--- src/core/led_pwm_pkg.sv ---
package led_pwm_pkg;

	////////////////////////////////////////////////////////////////////////
	// Widths
	localparam int ADDR_W = 8;
	localparam int DATA_W = 16;
	localparam int CH_N = 6;
	localparam int CNT_W = 17;
	localparam int SINK_W = 12;

	////////////////////////////////////////////////////////////////////////
	// Register offsets
	localparam logic [7:0] OFS_DISP_LEVEL = 8'h00;
	localparam logic [7:0] OFS_USER_SETUP = 8'h01;
	localparam logic [7:0] OFS_RAIL_MASK = 8'h02;
	localparam logic [7:0] OFS_LOAD_LATCH = 8'h03;
	localparam logic [7:0] OFS_STATUS = 8'h04;
	localparam logic [7:0] OFS_SOURCE_BASE = 8'h10;
	localparam logic [7:0] OFS_CLUSTER_BASE = 8'h20;
	localparam logic [7:0] OFS_SINK_BASE = 8'h30;

	////////////////////////////////////////////////////////////////////////
	// Field positions and reset values
	localparam int SETUP_DIM_LSB = 0;
	localparam int SETUP_SRC_BIT = 2;
	localparam int SETUP_SLOPE_LSB = 3;
	localparam int SETUP_SMOOTH_BIT = 6;
	localparam int LOAD_BIT = 0;
	localparam int STATUS_DONE_BIT = 3;
	localparam logic [15:0] SETUP_RST = 16'h0058;
	localparam logic [15:0] DISP_RST = 16'h0000;
	localparam logic [5:0] RAIL_RST = 6'h00;
	localparam logic [2:0] SOURCE_RST = 3'h0;
	localparam logic [15:0] CLUSTER_RST = 16'h0000;
	localparam logic [11:0] SINK_RST = 12'hFFF;

	////////////////////////////////////////////////////////////////////////
	// Dimming modes and level thresholds
	localparam logic [1:0] DIM_PWM = 2'h0;
	localparam logic [1:0] DIM_HYB_12P5 = 2'h1;
	localparam logic [1:0] DIM_HYB_0 = 2'h2;
	localparam logic [15:0] HYB_THRESH = 16'h2000;
	localparam logic [15:0] LEVEL_FULL = 16'hFFFF;
	localparam logic [2:0] SLOPE_OFF = 3'h0;

	////////////////////////////////////////////////////////////////////////
	// String layouts
	localparam logic [2:0] LAY_6CH = 3'h0;
	localparam logic [2:0] LAY_5CH = 3'h1;
	localparam logic [2:0] LAY_4CH = 3'h2;
	localparam logic [2:0] LAY_3CH = 3'h3;
	localparam logic [2:0] LAY_2CH = 3'h4;
	localparam logic [2:0] LAY_3X300 = 3'h5;
	localparam logic [2:0] LAY_2X450 = 3'h6;
	localparam logic [2:0] LAY_1X900 = 3'h7;
	// Period fraction per slot, in units of 1/2^17 of a period
	localparam logic [16:0] RECIP_6 = 17'h0_5555;
	localparam logic [16:0] RECIP_5 = 17'h0_6666;
	localparam logic [16:0] RECIP_4 = 17'h0_8000;
	localparam logic [16:0] RECIP_3 = 17'h0_AAAA;
	localparam logic [16:0] RECIP_2 = 17'h1_0000;
	localparam logic [16:0] CNT_FULL = 17'h1_FFFF;

	////////////////////////////////////////////////////////////////////////
	// Timing
	localparam int CLK_HZ = 50_000_000;
	localparam int OSC_HZ = 20_000_000;
	localparam int OSC_ACC_STEP = OSC_HZ / 1_000_000;
	localparam int OSC_ACC_WRAP = CLK_HZ / 1_000_000;
	localparam int SLOPE_STEPS_LOG = 8;
	localparam int SLOPE_UNIT_US = 1000;
	localparam int SLOPE_BASE_CYCLES =
		(SLOPE_UNIT_US * (CLK_HZ / 1_000_000)) >> SLOPE_STEPS_LOG;
	localparam int PIN_WIN_BITS = 16;

	////////////////////////////////////////////////////////////////////////
	// Types
	typedef struct packed {
		logic [7:0] addr;
		logic [15:0] wdata;
		logic wr;
		logic rd;
	} bus_req_t;

	typedef enum logic [1:0] {
		ST_CAPTURE = 2'b01,
		ST_RUN = 2'b10
	} boot_state_t;

endpackage

--- src/core/led_pwm_brightness_control.sv ---
// What this block does
// RULE1: PWM from internal 20 MHz step, eight frequencies
// RULE2: Resolution drops one bit per frequency doubling
// RULE3: Detect string count, set matching phase shift
// RULE4: Joined channel groups get 120, 180, none
// RULE5: Unknown wiring falls back to six channels
// RULE6: Detected layout readable in 3-bit status
// RULE7: Wiring changes only while powered off
// RULE8: Per-channel selector picks display or cluster
// RULE9: Six 16-bit cluster levels set by software
// RULE10: Six-bit mask removes channels from boost loop
// RULE11: Reset clears mask and all selectors
// RULE12: Source mode picks pin duty or register
// RULE13: Display path only: sloper on, hybrid off
// RULE14: Hybrid threshold at 12.5% or 0%
// RULE15: 3-bit slope time, zero disables, 200 ms
// RULE16: Smoothing bit adds extra easing, default on
// RULE17: Sink settings apply together on load latch
// RULE18: Steps equal oscillator rate over PWM rate
// RULE19: Sloper moves in even steps to target
module led_pwm_brightness_control #(
	parameter int SLOPE_BASE = led_pwm_pkg::SLOPE_BASE_CYCLES,
	parameter int PIN_BITS = led_pwm_pkg::PIN_WIN_BITS
) (
	// Clock and reset
	input wire logic CLOCK_I,
	input wire logic RESET_N_I,
	// Register port
	input wire logic [7:0] ADDR_I,
	input wire logic [15:0] WDATA_I,
	input wire logic WR_I,
	input wire logic RD_I,
	output logic [15:0] RDATA_O,
	// Board straps and brightness input
	input wire logic PWM_IN_I,
	input wire logic [2:0] PWM_FREQ_SEL_I,
	input wire logic [5:0] STRING_PRESENT_I,
	input wire logic [1:0] STRING_JOIN_I,
	// Channel drive
	output logic [5:0] LED_PWM_O,
	output logic [15:0] DISP_CURRENT_O,
	output logic [71:0] CHANNEL_SINK_O,
	output logic [5:0] BOOST_EXCLUDE_O
);

	////////////////////////////////////////////////////////////////////////
	// Functions

	function automatic logic [2:0] decode_layout(input logic [5:0] present,
			input logic [1:0] join_sel);
		logic [2:0] lay;
		lay = led_pwm_pkg::LAY_6CH; // RULE5
		if (present == 6'h3F && join_sel == 2'h1) begin
			lay = led_pwm_pkg::LAY_3X300; // RULE4
		end else if (present == 6'h3F && join_sel == 2'h2) begin
			lay = led_pwm_pkg::LAY_2X450;
		end else if (present == 6'h3F && join_sel == 2'h3) begin
			lay = led_pwm_pkg::LAY_1X900;
		end else if (join_sel == 2'h0) begin
			case (present) // RULE3
				6'h1F: lay = led_pwm_pkg::LAY_5CH;
				6'h0F: lay = led_pwm_pkg::LAY_4CH;
				6'h07: lay = led_pwm_pkg::LAY_3CH;
				6'h03: lay = led_pwm_pkg::LAY_2CH;
				default: lay = led_pwm_pkg::LAY_6CH;
			endcase
		end
		return lay;
	endfunction

	// Phase as a fraction of the period, in 1/2^17 units
	function automatic logic [16:0] phase_frac(input logic [2:0] lay,
			input int ch);
		logic [2:0] slot;
		logic [2:0] n;
		logic [16:0] recip;
		logic [19:0] prod;
		slot = 3'(ch);
		n = 3'h6;
		recip = led_pwm_pkg::RECIP_6;
		case (lay)
			led_pwm_pkg::LAY_5CH: begin
				n = 3'h5;
				recip = led_pwm_pkg::RECIP_5;
			end
			led_pwm_pkg::LAY_4CH: begin
				n = 3'h4;
				recip = led_pwm_pkg::RECIP_4;
			end
			led_pwm_pkg::LAY_3CH: begin
				n = 3'h3;
				recip = led_pwm_pkg::RECIP_3;
			end
			led_pwm_pkg::LAY_2CH: begin
				n = 3'h2;
				recip = led_pwm_pkg::RECIP_2;
			end
			led_pwm_pkg::LAY_3X300: begin
				slot = 3'(ch / 2);
				n = 3'h3;
				recip = led_pwm_pkg::RECIP_3;
			end
			led_pwm_pkg::LAY_2X450: begin
				slot = 3'(ch / 3);
				n = 3'h2;
				recip = led_pwm_pkg::RECIP_2;
			end
			led_pwm_pkg::LAY_1X900: begin
				slot = 3'h0;
			end
			default: begin
				n = 3'h6;
			end
		endcase
		if (slot >= n) begin
			slot = 3'h0;
		end
		prod = 20'(slot) * 20'(recip);
		return prod[16:0];
	endfunction

	// Level (16 bit) to on-time over a 2^(17-code) step period
	function automatic logic [16:0] duty_count(input logic [15:0] level,
			input logic [2:0] code);
		return {level, 1'b0} >> code; // RULE2
	endfunction

	function automatic logic [10:0] slope_ms(input logic [2:0] sel);
		case (sel) // RULE15
			3'h1: return 11'd50;
			3'h2: return 11'd100;
			3'h3: return 11'd200;
			3'h4: return 11'd300;
			3'h5: return 11'd500;
			3'h6: return 11'd1000;
			default: return 11'd2000;
		endcase
	endfunction

	////////////////////////////////////////////////////////////////////////
	// Register port

	led_pwm_pkg::bus_req_t req;
	assign req = '{addr: ADDR_I, wdata: WDATA_I, wr: WR_I, rd: RD_I};

	logic [15:0] disp_level_q;
	logic [15:0] setup_q;
	logic [5:0] rail_mask_q;
	logic [2:0] source_sel_q [6];
	logic [15:0] cluster_q [6];
	logic [11:0] sink_pend_q [6];
	logic [11:0] sink_act_q [6];
	logic [2:0] layout_q;
	logic [2:0] freq_code_q;
	led_pwm_pkg::boot_state_t state_q;

	always_ff @(posedge CLOCK_I) begin
		if (!RESET_N_I) begin
			disp_level_q <= led_pwm_pkg::DISP_RST;
			setup_q <= led_pwm_pkg::SETUP_RST; // RULE13 RULE15 RULE16
			rail_mask_q <= led_pwm_pkg::RAIL_RST; // RULE11
		end else if (req.wr && req.addr == led_pwm_pkg::OFS_DISP_LEVEL) begin
			disp_level_q <= req.wdata;
		end else if (req.wr && req.addr == led_pwm_pkg::OFS_USER_SETUP) begin
			setup_q <= {9'h000, req.wdata[6:0]};
		end else if (req.wr && req.addr == led_pwm_pkg::OFS_RAIL_MASK) begin
			rail_mask_q <= req.wdata[5:0]; // RULE10
		end
	end

	for (genvar c = 0; c < 6; c++) begin : g_regs
		always_ff @(posedge CLOCK_I) begin
			if (!RESET_N_I) begin
				source_sel_q[c] <= led_pwm_pkg::SOURCE_RST; // RULE11
				cluster_q[c] <= led_pwm_pkg::CLUSTER_RST;
				sink_pend_q[c] <= led_pwm_pkg::SINK_RST;
				sink_act_q[c] <= led_pwm_pkg::SINK_RST;
			end else begin
				if (req.wr && req.addr == led_pwm_pkg::OFS_SOURCE_BASE + 8'(c)) begin
					source_sel_q[c] <= req.wdata[2:0]; // RULE8
				end
				if (req.wr && req.addr == led_pwm_pkg::OFS_CLUSTER_BASE + 8'(c)) begin
					cluster_q[c] <= req.wdata; // RULE9
				end
				if (req.wr && req.addr == led_pwm_pkg::OFS_SINK_BASE + 8'(c)) begin
					sink_pend_q[c] <= req.wdata[11:0];
				end
				if (req.wr && req.addr == led_pwm_pkg::OFS_LOAD_LATCH &&
						req.wdata[led_pwm_pkg::LOAD_BIT]) begin
					sink_act_q[c] <= sink_pend_q[c]; // RULE17
				end
			end
		end
		assign CHANNEL_SINK_O[c*12 +: 12] = sink_act_q[c];
	end

	assign BOOST_EXCLUDE_O = rail_mask_q; // RULE10

	always_ff @(posedge CLOCK_I) begin
		if (!RESET_N_I) begin
			RDATA_O <= 16'h0000;
		end else if (!req.rd) begin
			RDATA_O <= 16'h0000;
		end else if (req.addr == led_pwm_pkg::OFS_DISP_LEVEL) begin
			RDATA_O <= disp_level_q;
		end else if (req.addr == led_pwm_pkg::OFS_USER_SETUP) begin
			RDATA_O <= setup_q;
		end else if (req.addr == led_pwm_pkg::OFS_RAIL_MASK) begin
			RDATA_O <= {10'h000, rail_mask_q};
		end else if (req.addr == led_pwm_pkg::OFS_STATUS) begin
			RDATA_O <= {12'h000, state_q == led_pwm_pkg::ST_RUN,
				layout_q}; // RULE6
		end else if (req.addr >= led_pwm_pkg::OFS_SOURCE_BASE &&
				req.addr < led_pwm_pkg::OFS_SOURCE_BASE + 8'h06) begin
			RDATA_O <= {13'h0000, source_sel_q[req.addr[2:0]]};
		end else if (req.addr >= led_pwm_pkg::OFS_CLUSTER_BASE &&
				req.addr < led_pwm_pkg::OFS_CLUSTER_BASE + 8'h06) begin
			RDATA_O <= cluster_q[req.addr[2:0]];
		end else if (req.addr >= led_pwm_pkg::OFS_SINK_BASE &&
				req.addr < led_pwm_pkg::OFS_SINK_BASE + 8'h06) begin
			RDATA_O <= {4'h0, sink_pend_q[req.addr[2:0]]};
		end else begin
			RDATA_O <= 16'h0000;
		end
	end

	////////////////////////////////////////////////////////////////////////
	// Power-up wiring detection

	// Straps are caught once after reset; rewiring while running is not
	// followed, since the board may only change it while powered off
	always_ff @(posedge CLOCK_I) begin
		if (!RESET_N_I) begin
			state_q <= led_pwm_pkg::ST_CAPTURE;
			layout_q <= led_pwm_pkg::LAY_6CH;
			freq_code_q <= 3'h0;
		end else begin
			case (state_q)
				led_pwm_pkg::ST_CAPTURE: begin
					layout_q <= decode_layout(STRING_PRESENT_I,
						STRING_JOIN_I); // RULE3 RULE7
					freq_code_q <= PWM_FREQ_SEL_I; // RULE1
					state_q <= led_pwm_pkg::ST_RUN;
				end
				led_pwm_pkg::ST_RUN: begin
					state_q <= led_pwm_pkg::ST_RUN;
				end
				default: begin
					state_q <= led_pwm_pkg::ST_CAPTURE;
				end
			endcase
		end
	end

	////////////////////////////////////////////////////////////////////////
	// Oscillator step and shared period counter

	logic [5:0] osc_acc_q;
	logic osc_tick;
	logic [16:0] base_q;
	logic [16:0] period_mask;

	assign osc_tick = (osc_acc_q + 6'(led_pwm_pkg::OSC_ACC_STEP)) >=
		6'(led_pwm_pkg::OSC_ACC_WRAP);
	assign period_mask = led_pwm_pkg::CNT_FULL >> freq_code_q; // RULE18

	// Two of every five system clocks give the 20 MHz step rate
	always_ff @(posedge CLOCK_I) begin
		if (!RESET_N_I) begin
			osc_acc_q <= 6'h00;
		end else if (osc_tick) begin
			osc_acc_q <= osc_acc_q + 6'(led_pwm_pkg::OSC_ACC_STEP) -
				6'(led_pwm_pkg::OSC_ACC_WRAP); // RULE1
		end else begin
			osc_acc_q <= osc_acc_q + 6'(led_pwm_pkg::OSC_ACC_STEP);
		end
	end

	always_ff @(posedge CLOCK_I) begin
		if (!RESET_N_I) begin
			base_q <= 17'h0_0000;
		end else if (osc_tick && state_q == led_pwm_pkg::ST_RUN) begin
			base_q <= (base_q + 17'h0_0001) & period_mask; // RULE18
		end
	end

	////////////////////////////////////////////////////////////////////////
	// Display path: source, sloper, smoothing, hybrid split

	logic [15:0] win_q;
	logic [15:0] high_q;
	logic [15:0] pin_level_q;
	logic win_end;

	assign win_end = win_q == 16'(({17'h0_0000, 1'b1} << PIN_BITS) - 1);

	// Pin duty is measured over a fixed window, independent of LED rate
	// The last sample of a window is dropped so a full count fits 16 bits
	always_ff @(posedge CLOCK_I) begin
		if (!RESET_N_I) begin
			win_q <= 16'h0000;
			high_q <= 16'h0000;
			pin_level_q <= 16'h0000;
		end else if (win_end) begin
			win_q <= 16'h0000;
			high_q <= 16'h0000;
			pin_level_q <= high_q << (16 - PIN_BITS);
		end else begin
			win_q <= win_q + 16'h0001;
			high_q <= high_q + 16'(PWM_IN_I);
		end
	end

	logic [15:0] target;
	logic [15:0] target_q;
	logic [23:0] ramp_q;
	logic signed [16:0] step_q;
	logic [8:0] steps_left_q;
	logic [11:0] base_cnt_q;
	logic [10:0] ms_cnt_q;
	logic base_tick;
	logic slope_tick;
	logic [2:0] slope_sel;

	assign target = setup_q[led_pwm_pkg::SETUP_SRC_BIT] ?
		disp_level_q : pin_level_q; // RULE12
	assign slope_sel = setup_q[led_pwm_pkg::SETUP_SLOPE_LSB +: 3];
	assign base_tick = base_cnt_q == 12'(SLOPE_BASE - 1);
	assign slope_tick = base_tick && ms_cnt_q >= slope_ms(slope_sel) - 11'd1;

	always_ff @(posedge CLOCK_I) begin
		if (!RESET_N_I) begin
			base_cnt_q <= 12'h000;
			ms_cnt_q <= 11'h000;
		end else if (base_tick) begin
			base_cnt_q <= 12'h000;
			ms_cnt_q <= slope_tick ? 11'h000 : ms_cnt_q + 11'h001;
		end else begin
			base_cnt_q <= base_cnt_q + 12'h001;
		end
	end

	// 256 equal steps of (new - old)/256 land exactly on the target
	always_ff @(posedge CLOCK_I) begin
		if (!RESET_N_I) begin
			target_q <= 16'h0000;
			ramp_q <= 24'h00_0000;
			step_q <= 17'sh0_0000;
			steps_left_q <= 9'h000;
		end else if (slope_sel == led_pwm_pkg::SLOPE_OFF) begin
			target_q <= target; // RULE15
			ramp_q <= {target, 8'h00};
			steps_left_q <= 9'h000;
		end else if (target != target_q) begin
			target_q <= target;
			step_q <= $signed({1'b0, target}) -
				$signed({1'b0, ramp_q[23:8]}); // RULE19
			steps_left_q <= 9'h100;
		end else if (slope_tick && steps_left_q != 9'h000) begin
			ramp_q <= 24'($signed({1'b0, ramp_q}) + 25'(step_q)); // RULE19
			steps_left_q <= steps_left_q - 9'h001;
		end
	end

	logic [15:0] smooth_q;
	logic signed [16:0] smooth_diff;

	assign smooth_diff = $signed({1'b0, ramp_q[23:8]}) -
		$signed({1'b0, smooth_q});

	// Easing trails the linear ramp; small residues snap to avoid a stall
	always_ff @(posedge CLOCK_I) begin
		if (!RESET_N_I) begin
			smooth_q <= 16'h0000;
		end else if (!setup_q[led_pwm_pkg::SETUP_SMOOTH_BIT]) begin
			smooth_q <= ramp_q[23:8];
		end else if (base_tick) begin
			if (smooth_diff > -17'sd8 && smooth_diff < 17'sd8) begin
				smooth_q <= ramp_q[23:8]; // RULE16
			end else begin
				smooth_q <= 16'(smooth_q + 16'(smooth_diff >>> 3)); // RULE16
			end
		end
	end

	logic [15:0] disp_pwm_q;
	logic [1:0] dim_mode;

	assign dim_mode = setup_q[led_pwm_pkg::SETUP_DIM_LSB +: 2];

	always_ff @(posedge CLOCK_I) begin
		if (!RESET_N_I) begin
			disp_pwm_q <= 16'h0000;
			DISP_CURRENT_O <= led_pwm_pkg::LEVEL_FULL;
		end else if (dim_mode == led_pwm_pkg::DIM_HYB_12P5 &&
				smooth_q < led_pwm_pkg::HYB_THRESH) begin
			disp_pwm_q <= smooth_q << 3; // RULE14
			DISP_CURRENT_O <= led_pwm_pkg::HYB_THRESH;
		end else if (dim_mode == led_pwm_pkg::DIM_HYB_12P5 ||
				dim_mode == led_pwm_pkg::DIM_HYB_0) begin
			disp_pwm_q <= led_pwm_pkg::LEVEL_FULL; // RULE14
			DISP_CURRENT_O <= smooth_q;
		end else begin
			disp_pwm_q <= smooth_q; // RULE13
			DISP_CURRENT_O <= led_pwm_pkg::LEVEL_FULL;
		end
	end

	////////////////////////////////////////////////////////////////////////
	// Channels

	for (genvar c = 0; c < 6; c++) begin : g_ch
		logic [15:0] level;
		logic [16:0] offset;

		// Selector 1..5 names a cluster level; others follow the display
		assign level = (source_sel_q[c] >= 3'h1 && source_sel_q[c] <= 3'h5) ?
			cluster_q[source_sel_q[c]] : disp_pwm_q; // RULE8 RULE9
		assign offset = phase_frac(layout_q, c) >> freq_code_q; // RULE3

		led_pwm_channel u_ch (
			.clk_i(CLOCK_I),
			.rst_n_i(RESET_N_I),
			.tick_i(osc_tick),
			.base_i(base_q),
			.offset_i(offset),
			.mask_i(period_mask),
			.duty_i(duty_count(level, freq_code_q)),
			.pwm_o(LED_PWM_O[c])
		);
	end

endmodule

--- src/core/led_pwm_channel.sv ---
module led_pwm_channel (
	// Clock and reset
	input wire logic clk_i,
	input wire logic rst_n_i,
	// Time base
	input wire logic tick_i,
	input wire logic [16:0] base_i,
	input wire logic [16:0] offset_i,
	input wire logic [16:0] mask_i,
	// Requested on-time in oscillator steps
	input wire logic [16:0] duty_i,
	// Channel waveform
	output logic pwm_o
);

	logic [16:0] pos;
	logic [16:0] duty_q;

	assign pos = (base_i + offset_i) & mask_i;

	// Duty taken only at the channel's own period start, so a new level
	// never cuts a pulse short mid-period
	always_ff @(posedge clk_i) begin
		if (!rst_n_i) begin
			duty_q <= 17'h0_0000;
		end else if (tick_i && pos == 17'h0_0000) begin
			duty_q <= duty_i;
		end
	end

	always_ff @(posedge clk_i) begin
		if (!rst_n_i) begin
			pwm_o <= 1'b0;
		end else begin
			pwm_o <= (pos < duty_q);
		end
	end

endmodule

--- config.mk ---
export PLATFORM = sky130hd
export DESIGN_NAME = led_pwm_brightness_control
export DESIGN_NICKNAME = d
export VERILOG_FILES = /design/src/core/led_pwm_pkg.sv /design/src/core/led_pwm_brightness_control.sv /design/src/core/led_pwm_channel.sv
export SDC_FILE = /design/constraint.sdc
export NUM_CORES = 2
export LEC_CHECK = 0
export BUFFER_PORTS_ARGS = -buffer_cell sky130_fd_sc_hd__buf_2
export CORE_MARGIN = 1.5
export CORE_UTILIZATION = 29
export CTS_CLUSTER_SIZE = 30
export DETAILED_ROUTE_END_ITERATION = 16
export HOLD_SLACK_MARGIN = 0.03
export SLEW_MARGIN = 0
export SYNTH_ARGS = -nofsm -noshare
export SYNTH_HDL_FRONTEND = slang
export SYNTH_SLANG_ARGS = --single-unit
--- constraint.sdc ---
create_clock -name CLOCK_I -period 20 [get_ports CLOCK_I]
set_input_delay 3 -clock CLOCK_I [delete_from_list [all_inputs] [get_ports CLOCK_I]]
set_output_delay 3 -clock CLOCK_I [all_outputs]
set_load 0.005 [all_outputs]
* Word-level counts from Yosys, hierarchy flattened
Memory sizes are Yosys's and may differ from the RTL's.
Index checks and enable logic that the tools add are counted.
** Cells by class
- Shift operators :: 13
- Bitwise operators :: 37
- Equal/unequal tests :: 52
- Multiplexer cells :: 131
- Multiply operators :: 5
- Reduce and logical (&&, ||, !) cells :: 78
- Add/sub/neg operators :: 19
- $lt $le $gt $ge :: 34
** Operators by type and width (number)
- $mux W16 :: 28
- $shr A17 B3 Y17 :: 11
- $mux W12 :: 13
- $and A17 B17 Y17 :: 7
- $add A17 B17 Y17 :: 6
- $logic_not A17 Y1 :: 6
- $lt A17 B17 Y1 :: 6
- $eq A8 B6 Y1 const B :: 12
- $mul A3 B17 Y17 :: 5
- $mux W24 :: 3
- $pmux W17 S4 :: 1
- $pmux W11 S6 :: 1
- $mux W1 :: 59
- $eq A8 B5 Y1 const B :: 6
- $logic_and A1 B1 Y1 :: 46
- $mux W3 :: 15
- $sub A16 B16 Y17 :: 2
- $add A24 B17 Y24 :: 1
- $or A1 B1 Y1 :: 24
- $pmux W3 S4 :: 2
- $eq A3 B3 Y1 const B :: 7
- $ge A3 B1 Y1 const B :: 6
- $le A3 B3 Y1 const B :: 6
- $mux W9 :: 2
- other kinds (55) :: 94
** Word-level totals
- Input port bits :: 40
- Word-level logic and storage cells :: 410
- Output and inout bits :: 116
- Memories :: 4
- Flip-flop bits (word level) :: 369
- Bits in writable memories :: 258
** Memory list
- cluster_q :: words 6, width 16, read ports 7, clocked after Yosys merged registers in 0, wr ports 6, RTL line led_pwm_brightness_control.sv:150 : logic [15:0] cluster_q [6];
- sink_act_q :: words 6, width 12, read ports 6, clocked after Yosys merged registers in 0, wr ports 6, RTL line led_pwm_brightness_control.sv:152 : logic [11:0] sink_act_q [6];
- sink_pend_q :: words 6, width 12, read ports 7, clocked after Yosys merged registers in 0, wr ports 6, RTL line led_pwm_brightness_control.sv:151 : logic [11:0] sink_pend_q [6];
- source_sel_q :: words 6, width 3, read ports 7, clocked after Yosys merged registers in 0, wr ports 6, RTL line led_pwm_brightness_control.sv:149 : logic [2:0] source_sel_q [6];

* Longest topological paths before layout
- Word-level depth :: 11
- Mapped depth :: 40
- Gate-level depth less buffers :: 36

* Hierarchy
Synthesis repeated with hierarchy kept, for this count alone.
** Second synthesis, totals
- Cell total of the unflattened synthesis :: 5617
- Area total of the unflattened synthesis :: 49668.9 um^2
** Modules (own cells, without submodules)
- led_pwm_brightness_control :: times used 1, area an instance 37106.8 um^2, sequential area each 12952.4 um^2, cells an instance 4040
- led_pwm_channel at g_ch[0].u_ch ... :: times used 5, area an instance 2079.5 um^2, sequential area each 360.3 um^2, cells an instance 263
- led_pwm_channel at g_ch[5].u_ch :: times used 1, area an instance 2164.6 um^2, sequential area each 360.3 um^2, cells an instance 262

* Worst setup path after synthesis
Ideal clock, no wire load.
- Path type :: input port to flip-flop
- Start point :: input port ADDR_I[0]
- End point :: memory sink_act_q[0][0] (enable)
- Setup time :: 0.602 ns
- Data required time :: 19.398 ns
- Stages :: 5
- Path buffers :: 3
- Arrival :: 9.532 ns
- Setup slack :: 9.866 ns
- Cell sequence :: clkbuf_1 > buf_1 > clkbuf_1 > nand3_1 > o21ai_0
** RTL lines
- start, declared :: RTL line led_pwm_brightness_control.sv:29 : input wire logic [7:0] ADDR_I,
- end, declared :: RTL line led_pwm_brightness_control.sv:152

* Worst setup path after layout
- Start point :: register layout_q[0]
- End point :: register g_ch[5].u_ch.duty_q[10]
** Between the ends
- Word-level cells in the longest chain between the ends :: 11
- Elaborated cells on any way between the ends :: 20
- Those cells by class :: add/sub: 1; mul: 1; order compare: 1; eq/ne: 7; shift: 1; mux: 4; bitwise: 1; reduce/logical: 4
** Ends and longest elaborated chain
- start, declared :: RTL line led_pwm_brightness_control.sv:153 : logic [2:0] layout_q;
- start signal, assigned :: RTL line led_pwm_brightness_control.sv:235 : layout_q <= led_pwm_pkg::LAY_6CH;
- start signal, assigned :: RTL line led_pwm_brightness_control.sv:240 : layout_q <= decode_layout(STRING_PRESENT_I,
- $eq A3 B3 Y1 or $eq A3 B2 Y1 (tied branches)
- $reduce_or A2 Y1 (no source line)
- $pmux W3 S4
- $ge A3 B3 Y1 :: RTL line led_pwm_brightness_control.sv:115 : if (slot >= n) begin
- $mux W3 :: RTL line led_pwm_brightness_control.sv:115
- $mul A3 B17 Y17 * :: RTL line led_pwm_brightness_control.sv:118 : prod = 20'(slot) * 20'(recip);
- $shr A17 B3 Y17 * :: RTL line led_pwm_brightness_control.sv:419 : assign offset = phase_frac(layout_q, c) >> freq_code_q;
- $add A17 B17 Y17 * :: RTL line led_pwm_channel.sv:19 : assign pos = (base_i + offset_i) & mask_i;
- $and A17 B17 Y17 * :: RTL line led_pwm_channel.sv:19
- $logic_not A17 Y1 * :: RTL line led_pwm_channel.sv:26 : end else if (tick_i && pos == 17'h0_0000) begin
- $logic_and A1 B1 Y1 * :: RTL line led_pwm_channel.sv:26
- end signal, assigned :: RTL line led_pwm_channel.sv:27 : duty_q <= duty_i;
- end, declared :: RTL line led_pwm_channel.sv:17 : logic [16:0] duty_q;
Every way passes the cells marked *; elsewhere a longest branch is shown, timed or not.
A chain may end at the register's enable or synchronous reset.

==> impl_metrics.json <==
{
  "outcome": "completed",
  "cts_tree": "yes",
  "cts-root-buf": "clkbuf_16",
  "rsz0062_at_grt": "no",
  "initial_utilization": 0.293,
  "grt-ovfl-total": 0,
  "critPathTopFamily": "compound AO/OA/AOI/OAI gates",
  "synth_cell_type_count": 82,
  "hold_buffers": 0,
  "post_cts_buffers": 0,
  "dp_cells": 7434,
  "remaining_drc_errors": 0,
  "grt_pass1_wl_um": 242000,
  "gp_congestion": 0.963,
  "top_level_ports": 156,
  "swShare": 0.375,
  "fin_setup_tns_ps": 0,
  "critPathKind": "reg -> reg",
  "netlist_instances": 5342,
  "path_common_cell": "ha_1",
  "switchingPower_mw": 1.68,
  "timing.slew.headroom": 0.178,
  "holdWs_ps": 458,
  "ys.flop_type": "dfxtp_1",
  "holdCritPathClass": "reg -> reg",
  "stdcell_count": 7571,
  "muxShareOfSynthArea": 0.171,
  "vias": 41000,
  "critPathLaunchType": "flip-flop",
  "drt_first_pass_iters": 5,
  "synthXorXnorAreaFrac": 0.0403,
  "cts_buffers": 74,
  "vias_per_cell": 5.42,
  "yosys_warnings": 0,
  "min_period_ps": 9180,
  "critPathMaxStageDelay_ps": 1120,
  "synth_compound_area_frac": 0.162,
  "wirelength_um": 160000,
  "ant_nets": 0,
  "cp_max_fo": 29,
  "synth_seq_cells": 626,
  "grtUsageTotal": 0.185,
  "synth_top_family_by_area": "multiplexers",
  "clock_skew_ps": 64.6,
  "fill_cells": 16800,
  "syn_area_per_cell_um2": 8.94,
  "synthAdderAreaFrac": 0.0919,
  "synth-simple-area-share": 0.171,
  "reg2regPathDepth": 27,
  "p_leak_nw": 21.2,
  "finalCritPeriodShare": 0.459,
  "clock_latency_ps": 710,
  "core_um2": 163000,
  "dp_hpwl_um": 115000,
  "die-height_um": 409,
  "antenna_found_initial": 5,
  "max_freq_mhz": 109,
  "path_clk_slew_ps": 60,
  "syn-cell-area_um2": 47800,
  "comb_power_share": 0.371,
  "num-nets-final": 5712,
  "clkSinkCount": 626,
  "async_flop_share": 0,
  "seqPwrFrac": 0.323,
  "seqCellArea_um2": 15100,
  "ir_drop_v": 0.0000673,
  "synth_edf_count": 258,
  "grt_max_degree": 97,
  "slew_viol_final": 0,
  "grt_pass1_vias": 39100,
  "die_x_um": 409,
  "crit_required_ps": 20570,
  "setup_violations": 0,
  "crit_buf_inv": 1,
  "port_buffers": 155,
  "clock_power_share": 0.307,
  "maxCapViolCount": 0,
  "path_depth": 27,
  "cts.htree.levels": 3,
  "cts_buffer_depth": 3,
  "ys_seq_area_frac": 0.316,
  "critPathCaptureType": "flip-flop",
  "crit_arrival_ps": 9760,
  "slowest_stage": "a2111oi_4",
  "power.density_nw_per_um2": 84.2,
  "hold_viol_final": 0,
  "syn2layout_area_growth_pct": 11.5,
  "row_count": 148,
  "dieArea_um2": 167000,
  "power.internal_mw": 2.80,
  "layout-drive-gt1-share": 0.143,
  "wl_per_cell_um": 21.1,
  "drt_iter0_drc": 3758,
  "worst_pin_slew_ps": 1230,
  "cts_resized": 0,
  "hold_depth": 2,
  "multi_input_area_um2": 30500
}
-- worst register-to-register path: stages (launching register included) --
cell       delay (ps)
dfxtp_1           970
nand2_1           370
xor2_1            260
inv_1              70
ha_1              360
a21oi_1           220
o21ai_1           190
nor3_1            300
fa_1              450
ha_1              410
a21o_1            220
a31oi_1           220
o21ai_0           120
a21oi_1           190
xnor2_1           100
mux2_2            320
mux4_2            470
ha_1              350
nor2b_1           160
o31a_1            270
or4_1             520
and2_1            210
a211oi_1          380
o31ai_1           160
xnor2_1           200
a2111oi_4        1120
a211oi_1          230
a41o_1            260
-- final timing paths --
check	from	slack [ps]	to
worst max-delay path	layout_q[0]	10820	g_ch[5].u_ch.duty_q[10]
worst min-delay path	g_ch[2].u_ch.duty_q[7]	460	g_ch[2].u_ch.duty_q[7]
worst max register to register	layout_q[0]	10820	g_ch[5].u_ch.duty_q[10]
worst min register to register	g_ch[2].u_ch.duty_q[7]	460	g_ch[2].u_ch.duty_q[7]
-- kinds of logic (layout without fill, tap and decap cells) --
family,Yosys count,after routing
muxes,634,634
adders and majority gates,337,337
DFF,626,626
buffers and inverters,598,636
AOI/OAI and AO/OA,1198,1198
and+or+nand+nor,1727,1727
xor gates and xnor gates,220,220
other,2,18
-- metal layers --
layer / wire [um] / global-route usage
met1: 69700 / 0.249
met2: 71200 / 0.291
met3: 11500 / 0.0319
met4: 7300 / 0.0805
met5: 28 / 0
-- state kept, by name, summed over array words and instances (netlist names), 17 cells and up --
signal and count:
source_sel_q 18, g_ch.u_ch.duty_q 102, sink_pend_q 72, base_q 17
step_q 17, ramp_q 24, cluster_q 96, sink_act_q 72
-- layout by cell type (no fill, tap or decap), types with 19 or more instances in the layout --
cell type and instances:
and2_1 128, mux4_2 135, a22oi_1 26, xnor2_1 135, nor4_1 33, nor2_1 592, a31oi_1 31, nor3_1 80
dfxtp_1 365, or3_1 22, mux2i_1 401, nand4_1 34, buf_2 153, mux2_2 90, nor2b_1 34, o22ai_1 21
a211oi_1 152, nand2b_1 38, edfxtp_1 258, o21a_1 39, inv_1 252, xor2_1 85, or2_2 156, nand2_1 420
fa_1 23, o21ai_0 180, a21o_1 107, buf_4 88, a21oi_1 394, clkbuf_16 74, o21bai_1 19, ha_1 314
o211ai_1 32, nand3_1 76, and3_1 59
-- Yosys cell counts, types with 107 or more instances --
cell type  number  area, um^2
xnor2_1       135        1180
dfxtp_1       368        7370
a211oi_1      152        1140
or2_2         156         976
and2_1        128         801
clkbuf_1      253         950
edfxtp_1      258        7750
a21o_1        107         803
a21oi_1       394        1970
mux2i_1       401        4010
nor2_1        598        2240
mux4_2        135        3040
ha_1          314        3930
inv_1         254         953
o21ai_0       193         966
nand2_1       420        1580
-- final cells by class --
type | instances | share of cell area
inverter | 258 | 0.0184
multi-input combinational | 4133 | 0.573
clock buffer | 99 | 0.0388
timing repair buffer | 242 | 0.0270
tap | 2175 | 0.0511
antenna | 1 | 0.0000470
sequential | 626 | 0.284
clock inverter | 37 | 0.00794
-- stage by stage --
| stage | worst slack, ps | total power [mW] | area (um^2) | utilization |
|---|---|---|---|---|
| after floorplan | 9870 | 2.65 | 47800 | - |
| after CTS | 10950 | 4.49 | 53200 | 0.326 |
| after global routing | 10250 | 4.73 | 53200 | 0.326 |
| after global placement | 11270 | 3.08 | 50800 | 0.311 |
| after detailed placement | 10980 | 3.11 | 50800 | 0.311 |
| final | 10820 | 4.48 | 53300 | 0.326 |
-- power groups by stage --
stage | sequential [mW] | combinational, mW | clock, mW
2_1_floorplan | 1.44 | 1.21 | 0
3_3_place_gp | 1.47 | 1.61 | 0
3_5_place_dp | 1.47 | 1.63 | 0
4_1_cts | 1.44 | 1.64 | 1.40
5_1_grt | 1.45 | 1.83 | 1.45
6_report | 1.45 | 1.66 | 1.37
(Power assumes the default switching activity.)
